==> src/verilog/scc_pkg.sv <==
/*
  Shared constants for the stepper coil control core: command and
  status bit layout, counter limits, synchroniser lane map, power states.
  Assumes nothing beyond a SystemVerilog compiler.
*/
package scc_pkg;
  localparam int WORD_BITS   = 12;  // Serial word length
  localparam int CODE_W      = 4;   // Coil current code width
  localparam int LOAD_W      = 3;   // Load indicator width
  // Command word layout
  localparam int CMD_MDA     = 11;
  localparam int CMD_CA_MSB  = 10;
  localparam int CMD_PHA     = 6;
  localparam int CMD_MDB     = 5;
  localparam int CMD_CB_MSB  = 4;
  localparam int CMD_PHB     = 0;
  // Status word layout
  localparam int ST_LD_MSB   = 11;
  localparam int ST_ONE      = 8;
  localparam int ST_OT       = 7;
  localparam int ST_TEMP_PREWARN_FLAG     = 6;
  localparam int ST_UV       = 5;
  localparam int ST_HIGH_SIDE_OVERCURRENT     = 4;
  localparam int ST_OLB      = 3;
  localparam int ST_OLA      = 2;
  localparam int ST_OCB      = 1;
  localparam int ST_OCA      = 0;
  // Reset values and limits
  localparam logic [11:0] CMD_RESET    = 12'h000;
  localparam logic [3:0]  CODE_OFF     = 4'h0;
  localparam logic [3:0]  BITS_FULL    = 4'hC;   // Twelve clock edges
  localparam logic [3:0]  OL_OSC_LIMIT = 4'hE;   // 14 oscillator cycles
  localparam logic [1:0]  OC_TRIP      = 2'h3;   // Events to trip
  localparam logic [5:0]  OC_WINDOW    = 6'h3F;  // 63 PWM cycles
  // Synchroniser lanes
  localparam int SI_SCK  = 0;
  localparam int SI_SDI  = 1;
  localparam int SI_CSN  = 2;
  localparam int SI_ENN  = 3;
  localparam int SI_SER  = 4;
  localparam int SI_ANN  = 5;
  localparam int SI_VCCL = 6;
  localparam int SI_OT   = 7;
  localparam int SI_TEMP_PREWARN_FLAG = 8;
  localparam int SI_UV   = 9;
  localparam int SI_OCA  = 10;  // LOW_SIDE_OVERCURRENT_A, LOW_SIDE_OVERCURRENT_B, HIGH_SIDE_OVERCURRENT are adjacent
  localparam int SI_PWM  = 13;
  localparam int SI_OFFA = 14;
  localparam int SI_OFFB = 15;
  localparam int SI_OSC  = 16;
  localparam int SI_FS   = 17;
  localparam int SI_LD   = 18;
  localparam int SI_W    = 21;
  localparam int OC_N    = 3;
  // Power states, reset value first
  typedef enum logic [1:0] {PWR_STANDBY, PWR_RUN, PWR_OUT_OFF, PWR_SHUTDOWN} scc_pwr_e;
endpackage
==> src/verilog/scc_core.sv <==
/*
  Digital core of a two-coil microstep driver: serial command and
  status words, power states, open-load and overcurrent flags.
  Assumes all pin and analog-side inputs are asynchronous to I_CLK and
  that serial clock edges are far slower than I_CLK.
*/
`timescale 1ns/1ps
`default_nettype none
module scc_core
  import scc_pkg::*;
(
  input  wire logic              I_CLK,
  input  wire logic              I_SYS_RST,
  input  wire logic              I_SPI_SCK,
  input  wire logic              I_SPI_SDI,
  input  wire logic              I_SPI_CS_N,
  input  wire logic              I_ACTIVE_LOW_ENABLE_N,
  input  wire logic              I_SERIAL_MODE_SELECT,
  input  wire logic              I_ANALOG_REF_SELECT_N,
  input  wire logic              I_LOGIC_SUPPLY_LOW,
  input  wire logic              I_OVERTEMP,
  input  wire logic              I_TEMP_PREWARN,
  input  wire logic              I_SUPPLY_LOW,
  input  wire logic              I_OC_LOW_A,
  input  wire logic              I_OC_LOW_B,
  input  wire logic              I_OC_HIGH,
  input  wire logic              I_PWM_TICK,
  input  wire logic              I_PWM_OFF_A,
  input  wire logic              I_PWM_OFF_B,
  input  wire logic              I_OSC_TICK,
  input  wire logic              I_FULLSTEP,
  input  wire logic [LOAD_W-1:0] I_LOAD_INDICATOR,
  output logic                   O_SPI_SDO,
  output logic                   O_SPI_SDO_OE,
  output logic [CODE_W-1:0]      O_COIL_A_CURRENT_CODE,
  output logic [CODE_W-1:0]      O_COIL_B_CURRENT_CODE,
  output logic                   O_MIXED_DECAY_A,
  output logic                   O_MIXED_DECAY_B,
  output logic                   O_BRIDGE_A_POLARITY,
  output logic                   O_BRIDGE_B_POLARITY,
  output logic                   O_COIL_A_OUT_1,
  output logic                   O_COIL_A_OUT_2,
  output logic                   O_COIL_B_OUT_1,
  output logic                   O_COIL_B_OUT_2,
  output logic                   O_POWER_EN,
  output logic                   O_OSC_EN,
  output logic                   O_REF_ON,
  output logic                   O_EXT_REF
);
  import scc_pkg::*;

  // Core state, apart from the overcurrent guards, in one register
  typedef struct packed {
    logic [SI_W-1:0]      s1;        // Synchroniser first stage
    logic [SI_W-1:0]      s2;        // Synchroniser second stage
    logic [SI_W-1:0]      s3;        // Delayed copy for edges
    logic [11:0]          rx;        // Incoming command shifter
    logic [11:0]          tx;        // Outgoing status shifter
    logic [11:0]          cmd;       // Applied command word
    logic [3:0]           bits;      // Serial clock edges in frame
    logic [3:0]           olc_a;     // Oscillator cycles without switch-off
    logic [3:0]           olc_b;
    logic [LOAD_W-1:0]    load;      // Latched load indicator
    logic                 ol_a;      // Open-load flags
    logic                 ol_b;
    logic                 sdo;
    logic                 sdo_oe;
    logic                 pwr_en;
    logic                 osc_en;
    logic                 ref_on;
    logic                 ext_ref;
    logic                 a1;        // High-side selects per output
    logic                 a2;
    logic                 b1;
    logic                 b2;
    scc_pwr_e             pwr;       // Power state
  } scc_core_s;

  scc_core_s              q;
  scc_core_s              d;
  logic [SI_W-1:0]        async_in;  // Raw pin lanes
  logic [SI_W-1:0]        rise_v;    // Rising edges after sync
  logic [SI_W-1:0]        fall_v;    // Falling edges after sync
  logic [OC_N-1:0]        oc_flag;   // A low, B low, high side
  logic [OC_N-1:0]        oc_block;
  logic [WORD_BITS-1:0]   status;    // Word to shift out
  logic                   serial;
  logic                   disable_in;
  logic                   spi_rst;
  logic                   apply;
  logic                   rx_zero;
  logic                   oc_clr;
  logic                   fault;
  logic [CODE_W-1:0]      code_a;
  logic [CODE_W-1:0]      code_b;

  assign async_in = {I_LOAD_INDICATOR, I_FULLSTEP, I_OSC_TICK, I_PWM_OFF_B, I_PWM_OFF_A,
                     I_PWM_TICK, I_OC_HIGH, I_OC_LOW_B, I_OC_LOW_A, I_SUPPLY_LOW, I_TEMP_PREWARN,
                     I_OVERTEMP, I_LOGIC_SUPPLY_LOW, I_ANALOG_REF_SELECT_N, I_SERIAL_MODE_SELECT,
                     I_ACTIVE_LOW_ENABLE_N, I_SPI_CS_N, I_SPI_SDI, I_SPI_SCK};

  // Edges only from the second stage onward
  assign rise_v = q.s2 & ~q.s3;
  assign fall_v = ~q.s2 & q.s3;

  assign serial     = q.s2[SI_SER];
  assign disable_in = q.s2[SI_ENN];
  // Shutdown or non-serial mode holds the serial logic idle
  assign spi_rst    = !serial || q.pwr == PWR_SHUTDOWN;
  assign apply      = !spi_rst && rise_v[SI_CSN] && q.bits == BITS_FULL;
  assign rx_zero    = q.rx[CMD_CA_MSB -: CODE_W] == CODE_OFF && q.rx[CMD_CB_MSB -: CODE_W] == CODE_OFF;
  // Disable, or an applied word with both current codes zero, clears the overcurrent flags
  assign oc_clr     = disable_in || (apply && rx_zero);
  assign fault      = (|oc_flag) || q.s2[SI_UV] || q.s2[SI_OT];
  assign code_a     = q.cmd[CMD_CA_MSB -: CODE_W];
  assign code_b     = q.cmd[CMD_CB_MSB -: CODE_W];

  // One error counter per comparator
  genvar g;
  for (g = 0; g < OC_N; g++) begin : g_oc
    scc_oc_guard u_guard (
      .i_clk      (I_CLK),
      .i_rst      (I_SYS_RST),
      .i_clear    (oc_clr),
      .i_pwm_tick (rise_v[SI_PWM]),
      .i_oc       (rise_v[SI_OCA + g]),
      .o_flag     (oc_flag[g]),
      .o_block    (oc_block[g])
    );
  end

  // Status word assembly
  always_comb begin
    status                          = '0;
    status[ST_LD_MSB -: LOAD_W]     = q.load;
    status[ST_ONE]                  = 1'b1;
    status[ST_OT]                   = q.s2[SI_OT];
    status[ST_TEMP_PREWARN_FLAG]                 = q.s2[SI_TEMP_PREWARN_FLAG];
    status[ST_UV]                   = q.s2[SI_UV];
    status[ST_HIGH_SIDE_OVERCURRENT]                 = oc_flag[2];
    status[ST_OLB]                  = q.ol_b;
    status[ST_OLA]                  = q.ol_a;
    status[ST_OCB]                  = oc_flag[1];
    status[ST_OCA]                  = oc_flag[0];
  end

  // Oscillator cycles since the last PWM switch-off, saturating above the limit
  function automatic logic [3:0] ol_step(input logic [3:0] c, input logic on, off, tick);
    ol_step = c;
    if (!on || off) begin
      ol_step = '0;
    end else if (tick && c <= OL_OSC_LIMIT) begin
      ol_step = c + 4'h1;
    end
  endfunction

  // Next-state logic for the whole core
  always_comb begin
    d    = q;
    d.s1 = async_in;
    d.s2 = q.s1;
    d.s3 = q.s2;

    // Serial shifter: sample on rising, shift on falling clock edge
    if (spi_rst) begin
      d.rx     = '0;
      d.bits   = '0;
      d.sdo    = 1'b0;
      d.sdo_oe = 1'b0;
    end else if (fall_v[SI_CSN]) begin
      d.tx     = status;
      d.sdo    = status[WORD_BITS-1];
      d.bits   = '0;
      d.sdo_oe = 1'b1;
    end else if (rise_v[SI_CSN]) begin
      d.sdo_oe = 1'b0;
    end else if (!q.s2[SI_CSN]) begin
      if (rise_v[SI_SCK]) begin
        d.rx = {q.rx[WORD_BITS-2:0], q.s2[SI_SDI]};
        if (q.bits != 4'hF) begin
          d.bits = q.bits + 4'h1;
        end
      end else if (fall_v[SI_SCK]) begin
        d.tx  = {q.tx[WORD_BITS-2:0], 1'b0};
        d.sdo = q.tx[WORD_BITS-2];
      end
    end

    // Command register; a short or long frame is dropped
    if (disable_in) begin
      d.cmd = CMD_RESET;
    end else if (apply) begin
      d.cmd = q.rx;
    end

    // Load indicator, once per full step
    if (disable_in) begin
      d.load = '0;
    end else if (rise_v[SI_FS]) begin
      d.load = q.s2[SI_LD +: LOAD_W];
    end

    // Open-load detection, off while the code is zero
    d.olc_a = ol_step(q.olc_a, code_a != CODE_OFF, rise_v[SI_OFFA], rise_v[SI_OSC]);
    d.olc_b = ol_step(q.olc_b, code_b != CODE_OFF, rise_v[SI_OFFB], rise_v[SI_OSC]);
    d.ol_a  = code_a != CODE_OFF && (q.olc_a > OL_OSC_LIMIT || fault);
    d.ol_b  = code_b != CODE_OFF && (q.olc_b > OL_OSC_LIMIT || fault);

    // Power state machine; outputs drop one state before the oscillator
    case (q.pwr)
      PWR_RUN: begin
        if ((serial && disable_in) || stby_req(q)) begin
          d.pwr = PWR_OUT_OFF;
        end
      end
      PWR_OUT_OFF: begin
        d.pwr = (serial && disable_in) ? PWR_SHUTDOWN : PWR_STANDBY;
      end
      PWR_STANDBY: begin
        if (serial && disable_in) begin
          d.pwr = PWR_SHUTDOWN;
        end else if (!stby_req(q)) begin
          d.pwr = PWR_RUN;
        end
      end
      default: begin
        if (!(serial && disable_in)) begin
          d.pwr = PWR_STANDBY;
        end
      end
    endcase

    // Output stage; a zero code leaves both high sides off: slow decay
    d.pwr_en  = d.pwr == PWR_RUN && !q.s2[SI_OT];
    d.osc_en  = d.pwr == PWR_RUN || d.pwr == PWR_OUT_OFF;
    d.ref_on  = d.pwr != PWR_SHUTDOWN;
    d.ext_ref = serial && !q.s2[SI_ANN];
    d.a1 = d.pwr_en && code_a != CODE_OFF && !oc_block[0] && !oc_block[2] && !q.cmd[CMD_PHA];
    d.a2 = d.pwr_en && code_a != CODE_OFF && !oc_block[0] && !oc_block[2] && q.cmd[CMD_PHA];
    d.b1 = d.pwr_en && code_b != CODE_OFF && !oc_block[1] && !oc_block[2] && !q.cmd[CMD_PHB];
    d.b2 = d.pwr_en && code_b != CODE_OFF && !oc_block[1] && !oc_block[2] && q.cmd[CMD_PHB];
  end

  // Standby request: logic supply low, command, or pin outside serial mode
  function automatic logic stby_req(input scc_core_s s);
    stby_req = s.s2[SI_VCCL] || (s.s2[SI_SER] ? (s.cmd[CMD_CA_MSB -: CODE_W] == CODE_OFF &&
               s.cmd[CMD_CB_MSB -: CODE_W] == CODE_OFF) : s.s2[SI_ENN]);
  endfunction

  // State register, synchronous reset
  always_ff @(posedge I_CLK) begin
    if (I_SYS_RST) begin
      q <= '0;
    end else begin
      q <= d;
    end
  end

  // Outputs, all straight from the state register
  assign O_SPI_SDO             = q.sdo;
  assign O_SPI_SDO_OE          = q.sdo_oe;
  assign O_COIL_A_CURRENT_CODE = q.cmd[CMD_CA_MSB -: CODE_W];
  assign O_COIL_B_CURRENT_CODE = q.cmd[CMD_CB_MSB -: CODE_W];
  assign O_MIXED_DECAY_A       = q.cmd[CMD_MDA];
  assign O_MIXED_DECAY_B       = q.cmd[CMD_MDB];
  assign O_BRIDGE_A_POLARITY   = q.cmd[CMD_PHA];
  assign O_BRIDGE_B_POLARITY   = q.cmd[CMD_PHB];
  assign O_COIL_A_OUT_1        = q.a1;
  assign O_COIL_A_OUT_2        = q.a2;
  assign O_COIL_B_OUT_1        = q.b1;
  assign O_COIL_B_OUT_2        = q.b2;
  assign O_POWER_EN            = q.pwr_en;
  assign O_OSC_EN              = q.osc_en;
  assign O_REF_ON              = q.ref_on;
  assign O_EXT_REF             = q.ext_ref;
endmodule
`default_nettype wire

==> src/verilog/scc_oc_guard.sv <==
/*
  One overcurrent error counter per comparator: counts overcurrent
  events, trips a flag and holds the bridge off.
  Assumes single-cycle event pulses on the core clock.
*/
`timescale 1ns/1ps
`default_nettype none
module scc_oc_guard
  import scc_pkg::*;
(
  input  wire logic i_clk,
  input  wire logic i_rst,
  input  wire logic i_clear,
  input  wire logic i_pwm_tick,
  input  wire logic i_oc,
  output logic      o_flag,
  output logic      o_block
);
  typedef struct packed {
    logic [1:0] err;    // Overcurrent events seen
    logic [6:0] quiet;  // PWM cycles without overcurrent
    logic [5:0] hold;   // Remaining forced-off cycles
    logic       flag;   // Tripped flag
  } scc_oc_s;
  scc_oc_s q, d;

  // Next state; clear first so a new trip wins
  always_comb begin
    d = q;
    if (i_clear) begin
      d = '0;
    end
    if (i_pwm_tick && q.hold != 6'h00) begin
      d.hold = q.hold - 6'h01;
    end
    if (i_oc) begin
      d.quiet = '0;
      if (q.err + 2'h1 == OC_TRIP) begin
        d.err  = '0;
        d.flag = 1'b1;
        d.hold = OC_WINDOW;
      end else begin
        d.err = q.err + 2'h1;
      end
    end else if (i_pwm_tick && !i_clear) begin
      // More than 64 quiet cycles forgets old events
      if (q.quiet > {1'b0, OC_WINDOW}) begin
        d.err = '0;
      end else begin
        d.quiet = q.quiet + 7'h01;
      end
    end
  end

  // State register
  always_ff @(posedge i_clk) begin
    if (i_rst) begin
      q <= '0;
    end else begin
      q <= d;
    end
  end

  assign o_flag  = q.flag;
  assign o_block = q.hold != 6'h00;
endmodule
`default_nettype wire

==> config.mk <==
export PLATFORM = sky130hd
export DESIGN_NAME = scc_core
export DESIGN_NICKNAME = d
export VERILOG_FILES = /design/src/verilog/scc_pkg.sv /design/src/verilog/scc_core.sv /design/src/verilog/scc_oc_guard.sv
export SDC_FILE = /design/constraint.sdc
export NUM_CORES = 1
export LEC_CHECK = 0
export ABC_AREA = 1
export ABC_CLOCK_PERIOD_IN_PS = 4600
export BUFFER_PORTS_ARGS = -buffer_cell sky130_fd_sc_hd__buf_2
export CORE_MARGIN = 2
export CORE_UTILIZATION = 61
export DETAILED_ROUTE_END_ITERATION = 10
export HOLD_SLACK_MARGIN = 0.12
export PLACE_DENSITY_LB_ADDON = 0.15
export REMOVE_ABC_BUFFERS = 1
export SETUP_SLACK_MARGIN = 0.05
export SLEW_MARGIN = 25
export SYNTH_ARGS = -nofsm -noshare
export SYNTH_HDL_FRONTEND = slang
export SYNTH_HIERARCHICAL = 1
export SYNTH_SLANG_ARGS = --single-unit
==> constraint.sdc <==
create_clock -name I_CLK -period 4.6 [get_ports I_CLK]
set_clock_uncertainty 0.2 [all_clocks]
set_input_delay 0.92 -clock I_CLK [delete_from_list [all_inputs] [get_ports I_CLK]]
set_output_delay 0.92 -clock I_CLK [all_outputs]
set_load 0.05 [all_outputs]
==> results_dict.tcl, run 1 <==
set metrics [dict create \
    grt_usage_pct 22.92 \
    cts_hold_buf 0 \
    initial_core_util_pct 63.02 \
    nets 1059 \
    ys.flop_type "dfxtp_1" \
    ys.warnings.count 6 \
    ys_seq_elements 164 \
    finalSetupViolCount 0 \
    ios 45 \
    hold_class "register to register" \
    clock-root-buffer "clkbuf_16" \
    powerDensity_nw_per_um2 391.5 \
    placement.io_buffers 44 \
    die_h_um 112.8 \
    synthArstFlopShare_pct 0 \
    rsz0062_at_grt "false" \
    clkTransAtPathRegs_ns 0.06 \
    cp.arrival_ns 2.96 \
    post_cts_buffers 0 \
    dr.pass1.iters 5 \
    design_area_sq_um 8134 \
    routed-via-count 5883 \
    layout-drive-gt1-share_pct 12.04 \
    hold_violations 0 \
    fin_total_pwr_uw 3184 \
    cp-start-kind "register" \
    synth_area_sq_um 7227 \
    grt_pass1_vias 5402 \
    wire_per_inst_um 11.87 \
    cts_buffer_depth 2 \
    maxSlewHeadroom_pct 46.22 \
    synth-seq-area-share_pct 45.43 \
    worstMarginPinSlew_ns 0.8067 \
    cp-end-kind "register" \
    drc 0 \
    syn_inst 979 \
    grt_pass1_wl_um 23880 \
    critPathRequiredTime_ns 4.72 \
    drv_slew 0 \
    num-fill-cells 914 \
    postSynthAreaPerCell_sq_um 7.382 \
    grt_max_degree 30 \
    critPathMaxFanout 16 \
    timing.final.crit_share_pct 61.59 \
    viasPerCell 5.015 \
    antenna_found_initial 0 \
    area_delta_synth_final_pct 12.55 \
    synth_cell_types 39 \
    globalplace.congestion 0.8340 \
    place_ws_ns 1.810 \
    h-tree-depth 4 \
    synth_edf_count 0 \
    core-area_sq_um 11470 \
    grt_overflow 0 \
    die_w_um 112.8 \
    antenna_cells 0 \
    clkSinkCount 164 \
    drv_cap 0 \
    cts_resized 0 \
    min_period_ns 2.833 \
    dpl-instance-area_sq_um 7481 \
    antenna_left 0 \
    p_leak_uw 0.003696 \
    die-area_sq_um 12730 \
    wirelength_um 13920 \
    cts_buffers 17 \
    worst_skew_pair.late_latency_ns 0.43 \
    fin_ws_ns 1.767 \
    drt_iter0_markers 377 \
    ir_worst_vdd_mv 0.4283 \
    outcome "complete, no violations" \
    cts_tree "yes" \
    worstSetupPathType "register to register" \
    setup-tns-final_ns 0 \
    max_freq_mhz 353.0 \
    post-dp-hpwl_um 9452 \
    num_rows 39 \
]
[metrics by stage]
stage	hold WS [ns]	instances	util [%]
finish	0.1958	1173	70.93
global route	0.2018	1173	70.93
CTS	0.1938	1173	70.93
detailed placement	0.1800	1141	65.24
global placement	0.1858	1141	65.22
floorplan	0.1673	950	-
[synthesized netlist by cell type (3+ instances only)]
| cell type | number | area share, % |
|---|---|---|
| dfxtp_1 | 164 | 45 |
| nand3_1 | 28 | 1.9 |
| buf_2 | 10 | 0.69 |
| nand4_1 | 12 | 1.0 |
| o211ai_1 | 11 | 1.1 |
| nor3_1 | 20 | 1.4 |
| inv_1 | 163 | 8.5 |
| ha_1 | 19 | 3.3 |
| inv_2 | 3 | 0.16 |
| clkbuf_1 | 6 | 0.31 |
| o21ai_1 | 20 | 1.4 |
| nor2_4 | 7 | 1.1 |
| xor2_1 | 5 | 0.61 |
| nand3_4 | 5 | 1.2 |
| nand2_4 | 3 | 0.47 |
| xnor2_1 | 4 | 0.48 |
| nor2_1 | 174 | 9.0 |
| o21ai_0 | 45 | 3.1 |
| buf_4 | 11 | 1.1 |
| nand3_2 | 10 | 1.4 |
| nand2_1 | 171 | 8.9 |
| a21oi_1 | 55 | 3.8 |
| nor2_2 | 7 | 0.61 |
[state kept, by name (all words and copies together), names as in the netlist, 3 cells and up]
name                   count
d                         42
q                         52
O_COIL_A_CURRENT_CODE      4
g_oc.u_guard/o_flag        3
g_oc.u_guard/q            45
O_COIL_B_CURRENT_CODE      4
[worst max-delay path, cell delays in order, from the launching register on]
cell	delay [ns]
dfxtp_1	0.32
inv_1	0.08
ha_1	0.14
inv_1	0.04
nor2_2	0.14
nand3_4	0.20
o31ai_4	0.68
buf_4	0.29
clkinv_1	0.24
nand3_1	0.17
o211ai_1	0.11
nand2_1	0.07
inv_1	0.03
[logic make-up (layout without fill, tap and decap cells)]
| logic type | count (synthesis) | in the layout | share of synthesized area [%] |
|---|---|---|---|
| AOI/OAI and AO/OA | 144 | 144 | 11.06 |
| adders and majority gates | 19 | 19 | 3.290 |
| DFF | 164 | 164 | 45.43 |
| and+or+nand+nor | 443 | 443 | 27.70 |
| xor gates and xnor gates | 9 | 9 | 1.091 |
| buffers and inverters | 200 | 251 | 11.43 |
[report_power, final]
part           internal, uW  leakage, uW  switching (uW)
clock                   974     0.000311             594
combinational          46.8      0.00205             104
sequential             1450      0.00133            14.4
total                  2470      0.00370             712
[cells in the final DEF (no fill, tap or decap), drive strengths merged, types with 2 or more instances in the layout]
cell type	n
nor2	188
nand2	175
inv	172
dfxtp	164
o21ai	67
a21oi	55
buf	48
nand3	43
nor3	22
ha	19
clkbuf	19
nand4	12
o211ai	11
xor2	5
bufinv	5
clkinv	5
xnor2	4
o21bai	2
a21boi	2
o211a	2
clkinvlp	2
nand3b	2
a31oi	2
o31ai	2
[routing by layer]
metal	share of wire [%]	GRT usage (%)
met2	46	36.73
met3	4.2	5.999
met1	49	30.49
met5	0	0
met4	1.3	7.236
[final timing paths]
path	slack, ns	startpoint	end	depth (start not counted)
min	0.20	d[70]$_SDFF_PP0_	O_EXT_REF$_SDFF_PP0_	1
min reg2reg	0.20	d[70]$_SDFF_PP0_	O_EXT_REF$_SDFF_PP0_	1
max	1.77	q[25]$_SDFFE_PP0P_	g_oc[0].u_guard/q[4]$_SDFF_PP0_	12
max reg2reg	1.77	q[25]$_SDFFE_PP0P_	g_oc[0].u_guard/q[4]$_SDFF_PP0_	12
[layout make-up]
class	count	area, sq um	share of cell area [%]
Multi-Input combinational cell	615	3120	38.36
Clock buffer	19	432.9	5.322
Timing Repair Buffer	48	250.2	3.076
Tap cell	143	178.9	2.200
Inverter	171	648.1	7.968
Sequential cell	164	3283	40.36
Clock inverter	13	220.2	2.707
(Power assumes the default switching activity.)
==> run 2: changes to the inputs <==
--- a/config.mk
+++ b/config.mk
@@ -6,10 +6,10 @@
 export NUM_CORES = 1
 export LEC_CHECK = 0
 export ABC_AREA = 1
-export ABC_CLOCK_PERIOD_IN_PS = 4600
+export ABC_CLOCK_PERIOD_IN_PS = 2700
 export BUFFER_PORTS_ARGS = -buffer_cell sky130_fd_sc_hd__buf_2
 export CORE_MARGIN = 2
-export CORE_UTILIZATION = 61
+export CORE_UTILIZATION = 60
 export DETAILED_ROUTE_END_ITERATION = 10
 export HOLD_SLACK_MARGIN = 0.12
 export PLACE_DENSITY_LB_ADDON = 0.15
==> constraint.sdc (replaced) <==
create_clock -name I_CLK -period 2.7 [get_ports I_CLK]
set_clock_uncertainty 0.2 [all_clocks]
set_input_delay 0.54 -clock I_CLK [delete_from_list [all_inputs] [get_ports I_CLK]]
set_output_delay 0.54 -clock I_CLK [all_outputs]
set_load 0.05 [all_outputs]
==> results_dict.tcl, run 2 (synthesis gave the netlist of run 1 again) <==
set metrics [dict create \
    place_ws_ns 0.4614 \
    final_cell_mix "174 x nor2_1, 171 x nand2_1, 164 x dfxtp_1" \
    hold_class "input pin to register" \
    cpMaxStageDelayCell "dfxtp_1" \
    worstMarginPinSlew_ns 0.7431 \
    cp-start-kind "register" \
    wirelength_um 13940 \
    timing.final.crit_share_pct 82.43 \
    hold_violations 0 \
    setup-tns-final_ns 0 \
    post-dp-hpwl_um 9569 \
    finalSetupViolCount 0 \
    globalplace.congestion 0.8471 \
    dr.pass1.iters 5 \
    antenna_cells 0 \
    clock-root-buffer "clkbuf_16" \
    worstPathCellList "inv_1 > ha_1 > inv_1 > nor2_2 > nand3_4 > o31ai_4 > buf_4 > inv_1 > nand3_1 > o211ai_1 > nand2_1 > inv_1" \
    p_leak_uw 0.003783 \
    die_h_um 113.8 \
    initial_core_util_pct 60.93 \
    grt_pass1_wl_um 24230 \
    drt_iter0_markers 321 \
    antenna_found_initial 0 \
    cpMostUsedCell "inv_1" \
    routed-via-count 5874 \
    cts_tree "yes" \
    outcome "complete, no violations" \
    cts_buffers 17 \
    layout-drive-gt1-share_pct 12.11 \
    cp_slowest_stage_delay_ns 0.33 \
    layout_commonest_cell "nor2_1" \
    grt_pass1_vias 5499 \
    max_freq_mhz 449.3 \
    drv_slew 0 \
    powerDensity_nw_per_um2 643.5 \
    rsz0062_at_grt "false" \
    worst_skew_pair.late_latency_ns 0.42 \
    clkSinkCount 164 \
    cp-end-kind "register" \
    num_rows 40 \
    fin_ws_ns 0.4743 \
    maxSlewHeadroom_pct 50.32 \
    clkTransAtPathRegs_ns 0.06 \
    viasPerCell 4.911 \
    grt_max_degree 26 \
    largest_reg_flops 52 \
    drv_cap 0 \
    grt_usage_pct 23.11 \
    cts_buffer_depth 2 \
    critPathMaxFanout 19 \
    antenna_left 0 \
    h-tree-depth 4 \
    min_period_ns 2.226 \
    worstSetupPathType "register to register" \
    crit_buf_inv 5 \
    nets 1079 \
    core-area_sq_um 11860 \
    crit_family "buffers and inverters" \
    hold_ws_ns 0.1279 \
    wire_per_inst_um 11.65 \
    die-area_sq_um 12940 \
    cp.arrival_ns 2.35 \
    ir_worst_vdd_mv 0.6410 \
    grt_overflow 0 \
    area_delta_synth_final_pct 14.85 \
    regMostFlops "q" \
    placement.io_buffers 44 \
    die_w_um 113.8 \
    ios 45 \
    drc 0 \
    critPathRequiredTime_ns 2.82 \
    cts_resized 0 \
]
## run 2: path summary, 6_finish.rpt
check	depth (start not counted)	from	slack, ns	to
setup reg to reg	12	q[25]$_SDFFE_PP0P_	0.47	g_oc[2].u_guard/q[6]$_SDFF_PP0_
setup / recovery	12	q[25]$_SDFFE_PP0P_	0.47	g_oc[2].u_guard/q[6]$_SDFF_PP0_
hold / removal	3	I_OC_LOW_B	0.13	d[97]$_SDFF_PP0_
hold reg to reg	2	d[102]$_SDFF_PP0_	0.20	d[81]$_SDFF_PP0_
## run 2: worst reg2reg max path, cell delays in order (launching register included)
cell	delay, ns
dfxtp_1	0.33
inv_1	0.09
ha_1	0.15
inv_1	0.04
nor2_2	0.14
nand3_4	0.11
o31ai_4	0.28
buf_4	0.32
inv_1	0.18
nand3_1	0.12
o211ai_1	0.09
nand2_1	0.06
inv_1	0.03
## run 2: cell type report
| class | count | area (sq um) |
|---|---|---|
| Clock inverter | 11 | 182.7 |
| Timing Repair Buffer | 68 | 437.9 |
| Inverter | 171 | 648.1 |
| Tap cell | 147 | 183.9 |
| Fill cell | 1004 | 3561 |
| Clock buffer | 20 | 446.7 |
| Sequential cell | 164 | 3283 |
| Multi-Input combinational cell | 615 | 3118 |
## run 2: timing repair
action	4_1_cts	5_1_grt
buffers inserted	0	0
hold endpoints to repair	15	0
hold buffers	15	0
## run 2: through the flow
| stage | total power (uW) | std cells | utilization [%] | area, sq um |
|---|---|---|---|---|
| after floorplan | 2717 | 950 | - | 7049 |
| after global routing | 5537 | 1196 | 69.98 | 8300 |
| after detailed placement | 2812 | 1150 | 63.41 | 7521 |
| after global placement | 2809 | 1150 | 63.41 | 7521 |
| after CTS | 5376 | 1196 | 69.98 | 8300 |
| final | 5342 | 1196 | 69.98 | 8300 |
## run 2: per-layer routing
layer / global-route usage, % / up-vias / part of all wire [%]
met3: 5.898 / 15 / 3.7
met2: 39.52 / 72 / 48
met4: 6.260 / 0 / 1.2
met1: 29.18 / 2638 / 47
met5: 0 / - / 0
li1: - / 3149 / -
## run 2: report_power, final
part / leakage [uW] / switching (uW) / internal, uW / total [uW]
logic: 0.00214 / 181 / 96.7 / 277
clock network: 0.000309 / 915 / 1650 / 2570
registers: 0.00133 / 24.8 / 2470 / 2500
total: 0.00378 / 1120 / 4220 / 5340
